<file path="config.mk">
export PLATFORM = sky130hd
export DESIGN_NAME = hdtx_serializer
export DESIGN_NICKNAME = d
export VERILOG_FILES = /design/src/hdtx_pkg.sv /design/src/hdtx_coder.sv /design/src/hdtx_serializer.sv
export SDC_FILE = /design/constraint.sdc
export NUM_CORES = 1
export LEC_CHECK = 0
export BUFFER_PORTS_ARGS = -buffer_cell sky130_fd_sc_hd__buf_2
export CORE_MARGIN = 2
export CORE_UTILIZATION = 40
export DETAILED_ROUTE_END_ITERATION = 6
export GPL_TIMING_DRIVEN = 1
export REMOVE_ABC_BUFFERS = 1
export SLEW_MARGIN = 40
export SYNTH_ARGS = -nofsm -noshare
export SYNTH_HDL_FRONTEND = slang
export SYNTH_SLANG_ARGS = --single-unit
</file>
<file path="constraint.sdc">
create_clock -name core_clk_i -period 1.3 [get_ports core_clk_i]
set_input_delay 0.065 -clock core_clk_i [delete_from_list [all_inputs] [get_ports core_clk_i]]
set_output_delay 0.065 -clock core_clk_i [all_outputs]
set_load 0.005 [all_outputs]
</file>
<file path="src/hdtx_pkg.sv">
// Constants shared by the HD serial transmit coding path
package hdtx_pkg;

  // ********************************************************
  // Word geometry
  // ********************************************************
  localparam int WORD_W = 20;                 // Parallel luma plus chroma word
  localparam int HALF_W = 10;                 // One interleaved component word
  localparam int LUMA_MSB = 19;               // Luma occupies the upper half
  localparam int LUMA_LSB = 10;
  localparam int CHROMA_MSB = 9;              // Chroma occupies the lower half
  localparam int CHROMA_LSB = 0;
  localparam int SYNC_HI_MSB = 9;             // Upper eight bits tested for sync
  localparam int SYNC_HI_LSB = 2;
  localparam int SYNC_LO_W = 2;               // Low bits forced by sync mapping

  // ********************************************************
  // Sync mapping codes
  // ********************************************************
  localparam logic [7:0] SYNC_HI_ZERO = 8'h00;
  localparam logic [7:0] SYNC_HI_ONE = 8'hff;
  localparam logic [1:0] SYNC_LO_ZERO = 2'h0;
  localparam logic [1:0] SYNC_LO_ONE = 2'h3;

  // ********************************************************
  // Scrambler and NRZI
  // ********************************************************
  localparam int LFSR_W = 9;                  // Degree of the scrambler polynomial
  localparam int LFSR_TAP_X4 = 3;             // Stage holding the x^4 term
  localparam int LFSR_TAP_X9 = 8;             // Stage holding the x^9 term
  localparam logic [8:0] LFSR_RST = 9'h000;
  localparam logic NRZI_RST = 1'b0;

  // ********************************************************
  // Timing
  // ********************************************************
  localparam int CORE_CLK_MHZ = 100;          // Bit clock of this model
  localparam int SER_RATIO = 20;              // Serial bits per parallel clock period
  localparam logic [19:0] WORD_RST = 20'h00000;

endpackage

</file>
<file path="src/hdtx_coder.sv">
// Bit-serial scrambler and NRZ to NRZI encoder with bypass
`timescale 1ns/1ps
module hdtx_coder (
  input wire logic core_clk_i,
  input wire logic srst_i,
  input wire logic bit_i,
  input wire logic bypass_i,
  output logic bit_o
);

  logic [hdtx_pkg::LFSR_W-1:0] scr_q;
  logic [hdtx_pkg::LFSR_W-1:0] scr_d;
  logic nrzi_q;
  logic nrzi_d;
  logic out_q;
  logic out_d;
  logic scr_bit;

  // ********************************************************
  // Scrambler, NRZI and output select
  // ********************************************************
  // Self-synchronising scrambler: feedback from x^4 and x^9 stages
  always_comb begin
    scr_bit = bit_i ^ scr_q[hdtx_pkg::LFSR_TAP_X4] ^ scr_q[hdtx_pkg::LFSR_TAP_X9];
    scr_d = scr_q;
    nrzi_d = nrzi_q;
    out_d = bit_i;
    if (!bypass_i) begin
      scr_d = {scr_q[hdtx_pkg::LFSR_W-2:0], scr_bit};
      nrzi_d = scr_bit ^ nrzi_q;
      out_d = nrzi_d;
    end
  end

  // State runs on across words; only the reset clears it
  always_ff @(posedge core_clk_i) begin
    if (srst_i) begin
      scr_q <= hdtx_pkg::LFSR_RST;
      nrzi_q <= hdtx_pkg::NRZI_RST;
      out_q <= 1'b0;
    end else begin
      scr_q <= scr_d;
      nrzi_q <= nrzi_d;
      out_q <= out_d;
    end
  end

  assign bit_o = out_q;
endmodule

</file>
<file path="src/hdtx_serializer.sv">
// Transmit coding path: capture, interleave, sync map, serialise, scramble, NRZI
//
// How it works
// - One 20-bit word accepted per parallel period
// - Bit 19 is MSB, bit 0 LSB
// - All 20 bits captured on parallel clock rise
// - Chroma and luma alternate as 10-bit words
// - Upper eight equal forces low two bits
// - Inhibit high passes words unmodified
// - Scrambler uses polynomial x^9 + x^4 + 1
// - NRZI output is input xor previous output
// - Bypass skips scrambler and NRZI encoder
// - Accepts 8-bit or 10-bit sourced data
// - Serial clock is twenty times parallel clock
`timescale 1ns/1ps
module hdtx_serializer (
  input wire logic core_clk_i,
  input wire logic srst_i,
  input wire logic pclk_i,
  input wire logic [19:0] data_i,
  input wire logic sync_map_inhibit_i,
  input wire logic bypass_i,
  output logic ser_o,
  output logic ser_vld_o
);

  // ********************************************************
  // Functions
  // ********************************************************
  // Sync normalisation of one 10-bit component word
  // An 8-bit source leaves the two low bits at zero, so without this its sync
  // codes would reach the line as 3fc instead of the full 10-bit 3ff
  function automatic logic [9:0] sync_map(input logic [9:0] w, input logic inhibit);
    logic [9:0] r;
    r = w;
    if (!inhibit) begin
      if (w[hdtx_pkg::SYNC_HI_MSB:hdtx_pkg::SYNC_HI_LSB] == hdtx_pkg::SYNC_HI_ZERO) begin
        r[hdtx_pkg::SYNC_LO_W-1:0] = hdtx_pkg::SYNC_LO_ZERO;
      end else if (w[hdtx_pkg::SYNC_HI_MSB:hdtx_pkg::SYNC_HI_LSB] == hdtx_pkg::SYNC_HI_ONE) begin
        r[hdtx_pkg::SYNC_LO_W-1:0] = hdtx_pkg::SYNC_LO_ONE;
      end
    end
    return r;
  endfunction

  // ********************************************************
  // Declarations
  // ********************************************************
  logic pclk_q;
  logic pclk_d;
  logic [hdtx_pkg::WORD_W-1:0] in_word_q;
  logic [hdtx_pkg::WORD_W-1:0] in_word_d;
  logic inh_q;
  logic inh_d;
  logic byp_in_q;
  logic byp_in_d;
  logic have_q;
  logic have_d;
  logic [hdtx_pkg::WORD_W-1:0] shift_q;
  logic [hdtx_pkg::WORD_W-1:0] shift_d;
  logic byp_q;
  logic byp_d;
  logic ld_vld_q;
  logic ld_vld_d;
  logic vld_q;
  logic vld_d;
  logic edge_det;
  logic [hdtx_pkg::HALF_W-1:0] map_c;
  logic [hdtx_pkg::HALF_W-1:0] map_y;

  // ********************************************************
  // Input capture
  // ********************************************************
  // Rising edge of the parallel clock, sampled on the bit clock
  // pclk_i is a plain synchronous input; it must be low through reset so the
  // first sample after release is not taken as a false edge
  assign edge_det = pclk_i & ~pclk_q;

  // Latch the full word and its controls once per parallel period
  always_comb begin
    pclk_d = pclk_i;
    in_word_d = in_word_q;
    inh_d = inh_q;
    byp_in_d = byp_in_q;
    have_d = have_q;
    if (edge_det) begin
      in_word_d = data_i;
      inh_d = sync_map_inhibit_i;
      byp_in_d = bypass_i;
      have_d = 1'b1;
    end
  end

  always_ff @(posedge core_clk_i) begin
    if (srst_i) begin
      pclk_q <= 1'b0;
      in_word_q <= hdtx_pkg::WORD_RST;
      inh_q <= 1'b0;
      byp_in_q <= 1'b0;
      have_q <= 1'b0;
    end else begin
      pclk_q <= pclk_d;
      in_word_q <= in_word_d;
      inh_q <= inh_d;
      byp_in_q <= byp_in_d;
      have_q <= have_d;
    end
  end

  // ********************************************************
  // Interleave and sync mapping
  // ********************************************************
  // Both halves normalised; 8-bit sources get full 10-bit sync codes
  assign map_c = sync_map(in_word_q[hdtx_pkg::CHROMA_MSB:hdtx_pkg::CHROMA_LSB], inh_q);
  assign map_y = sync_map(in_word_q[hdtx_pkg::LUMA_MSB:hdtx_pkg::LUMA_LSB], inh_q);

  // ********************************************************
  // Serialiser
  // ********************************************************
  // Load chroma in the low half so it leaves first, then luma; shift LSB first
  // One word of latency: the word captured at one parallel rise is loaded at
  // the next rise, while the following word is being captured.
  // A rise sooner than twenty bit clocks cuts the word short; a later one
  // shifts zeros, which the coder scrambles unless the word is bypassed.
  always_comb begin
    shift_d = {1'b0, shift_q[hdtx_pkg::WORD_W-1:1]};
    byp_d = byp_q;
    ld_vld_d = ld_vld_q;
    vld_d = ld_vld_q;
    if (edge_det) begin
      shift_d = {map_y, map_c};
      byp_d = byp_in_q;
      ld_vld_d = have_q;
    end
  end

  always_ff @(posedge core_clk_i) begin
    if (srst_i) begin
      shift_q <= hdtx_pkg::WORD_RST;
      byp_q <= 1'b0;
      ld_vld_q <= 1'b0;
      vld_q <= 1'b0;
    end else begin
      shift_q <= shift_d;
      byp_q <= byp_d;
      ld_vld_q <= ld_vld_d;
      vld_q <= vld_d;
    end
  end

  // Scrambler and NRZI act on each serial bit; output registered inside
  hdtx_coder u_coder (
    .core_clk_i(core_clk_i),
    .srst_i(srst_i),
    .bit_i(shift_q[0]),
    .bypass_i(byp_q),
    .bit_o(ser_o)
  );

  assign ser_vld_o = vld_q;
endmodule

</file>
==> run metrics <==
drt total wl=roughly 4.5 mm; Filler cells=520; ANT nets after route=0; DRC=0; Pint=2.99 mW; slew of the pin with the lowest slew margin=just over 600 ps; WL per Instance=roughly 11 um; gr ovfl total=0; clk_lat worst skew=320 ps; Clk network pwr share=0.416; Area Overhead vs Synth=37.7%; largest net degree at the start of global routing=35; Finished Cell Area=between 2000 and 3000 um2; TritonCTS buffer count=9; Peak VDD IR=about 940 uV; Longest Clk Path Bufs=2; Synth cell types=25; Final Skew=3.63 ps; Sw Pwr=between 0.8 and 0.9 mW; clk root buf=clkbuf_8; core area=around 5000 um2; clock slew at reported path FFs=60 ps; CTS Sinks=slightly below 60; port bufs=26; status=complete, but fails checks; DRT iter0 DRCs=70; die area=between 5000 and 6000 um2; maximum level of the CTS H-tree=3; maxcap violations=0; Combinational Power Share=0.095; DIE WIDTH=~77 um; detailed placement HPWL=between 2 and 3 mm; register area=between 1000 and 1500 um2; Initial Util=0.416; register area share after synthesis=0.544; global-route usage over all layers=0.161; Crit Path Category=reg -> reg; Final Hold Fails=0; CP Data Required Time=1550 ps; area taken by multi-input logic gates=around 930 um2; CP startpoint kind=flip-flop; yosys warns=0; Tmin final=between 1000 and 1500 ps; P_leak=roughly 1.1 nW; Switching Share=0.224; nets@finish=341; count of final setup violators=1; Post-Synthesis Cell Area=about 2100 um2; RSZ-0062 raised after global routing=true; fraction of layout cells with a size suffix above 1=0.255; failing checks=negative setup slack; min-delay worst type=in -> reg; crit-path max FO=3; Avg Cell Area, Syn=between 8 and 9 um2; Die H=~77 um; placed inst area=between 2000 and 2500 um2; Slew Limit Headroom=0.593; Rows=26; Max Clk Rate=about 750 MHz; gpl congestion=around 0.71; final worst slack=-39.9 ps; vias in the first global route=between 1,500 and 2,000; max-slew violations=0; critical path arrival=~1600 ps; Fin Hold WS=about 30 ps; Critical Path End Type=flip-flop; Vias/cell=4.70; global-route wire length before repair=7.45 mm; Via Count=1,837; number of top-level pins=27; Pwr per Cell Area=1310 nW/um2; Synth Register Bits=between 50 and 60; n_diodes=0; final worst-path cycle share=1.03; CTS tree=built; Reg2Reg Setup Slack=-40 ps; First-pass DRT Iterations=4; sequential power share=0.489; initial antenna violation count=0; Cells after Synth=around 250; Core Util, Final=0.572
## power groups by stage
stage	clock (mW)	sequential, mW	combinational [mW]
6_report	1.60	1.88	0.365
5_1_grt	1.74	1.89	0.405
4_1_cts	1.66	1.88	0.359
3_5_place_dp	0	1.92	0.308
3_3_place_gp	0	1.92	0.304
2_1_floorplan	0	1.91	0.135
## cell type report
| class | count | area share |
|---|---|---|
| clock buffer | 15 | 0.0668 |
| clock inverter | 1 | 0.00170 |
| tap | 70 | 0.0298 |
| timing repair buffer | 69 | 0.185 |
| sequential | 58 | 0.400 |
| multi-input combinational | 178 | 0.316 |
## synthesized netlist by cell type (all sizes together)
master  number  area share
buf          7       0.015
nand4        2      0.0059
o21a         1      0.0035
nor4         2      0.0059
o21ai        2      0.0047
or3          3      0.0088
nand3b       1      0.0035
nor3         2      0.0047
nor3b        1      0.0035
nor2b        3      0.0088
dfxtp       58        0.54
nor2        13       0.023
nand3        1      0.0023
clkbuf       9       0.016
xnor3        2       0.021
a21oi       45        0.11
a221oi       4       0.022
a31o         2      0.0082
mux2i        8       0.037
nand2b       1      0.0029
nand2       84        0.15
or4b         1      0.0064
## critical path: stages (launching register included)
cell and delay, ps:
dfxtp_2 340, xnor3_1 410, or3_1 330, a21oi_1 190
## repair_timing
item,in CTS,in global routing
resized for setup,1,14
endpoints found under the hold margin,22,0
hold buffers,22,0
pin swaps,0,5
setup buffers,0,2
endpoints found under the setup margin,1,6
## cells by family after synthesis
group,synth area share
AND/OR/NAND/NOR,0.223
flip-flops,0.544
multiplexers,0.0375
buffers and inverters,0.0305
XOR/XNOR,0.0211
AO/OA/AOI/OAI,0.144
## sequential cells by signal (all words and copies together), names as in the netlist
signal and count:
u_coder.bit_o 1, in_word_q 20, byp_in_q 1, u_coder.nrzi_q 1
ser_vld_o 1, u_coder.scr_q 9, inh_q 1, shift_q 20
ld_vld_q 1, byp_q 1, have_q 1, pclk_q 1
## worst paths after layout
| kind | from | endpoint | cells after the start |
|---|---|---|---|
| worst max-delay path | shift_q[0]$_SDFF_PP0_ | u_coder.nrzi_q$_SDFFE_PP0N_ | 3 |
| worst min-delay path | sync_map_inhibit_i | inh_q$_SDFFE_PP0P_ | 3 |
| worst max register to register | shift_q[0]$_SDFF_PP0_ | u_coder.nrzi_q$_SDFFE_PP0N_ | 3 |
| worst min register to register | shift_q[14]$_SDFF_PP0_ | shift_q[13]$_SDFF_PP0_ | 2 |
## through the flow
| stage | std cells | power, mW | setup WS, ps | setup TNS, ps |
|---|---|---|---|---|
| finish | 391 | 3.85 | -39.9 | -39.9 |
| global route | 391 | 4.03 | -112 | -201 |
| CTS | 389 | 3.89 | 3.62 | 0 |
| detailed placement | 351 | 2.23 | 1.56 | 0 |
| global placement | 351 | 2.22 | 42.4 | 0 |
| floorplan | 236 | 2.05 | -615 | -26560 |
## placed cells by master (no fill, tap or decap), drive strengths merged, types with 4 or more instances in the layout
cell / synthesis / final
a21oi: 45 / 45
mux2i: 8 / 8
clkbuf: 9 / 15
dfxtp: 58 / 58
buf: 7 / 47
a221oi: 4 / 4
dlygate4sd3: 0 / 22
nand2: 84 / 84
nor2: 13 / 13
## layer usage
| layer | part of all wire | wire length, um | GRT usage |
|---|---|---|---|
| met4 | 0.017 | 74 | 0.0696 |
| met5 | 0 | 0 | 0 |
| met1 | 0.45 | 2020 | 0.193 |
| met2 | 0.49 | 2190 | 0.257 |
| met3 | 0.044 | 196 | 0.0612 |
Power figures use the tool's default switching activity.
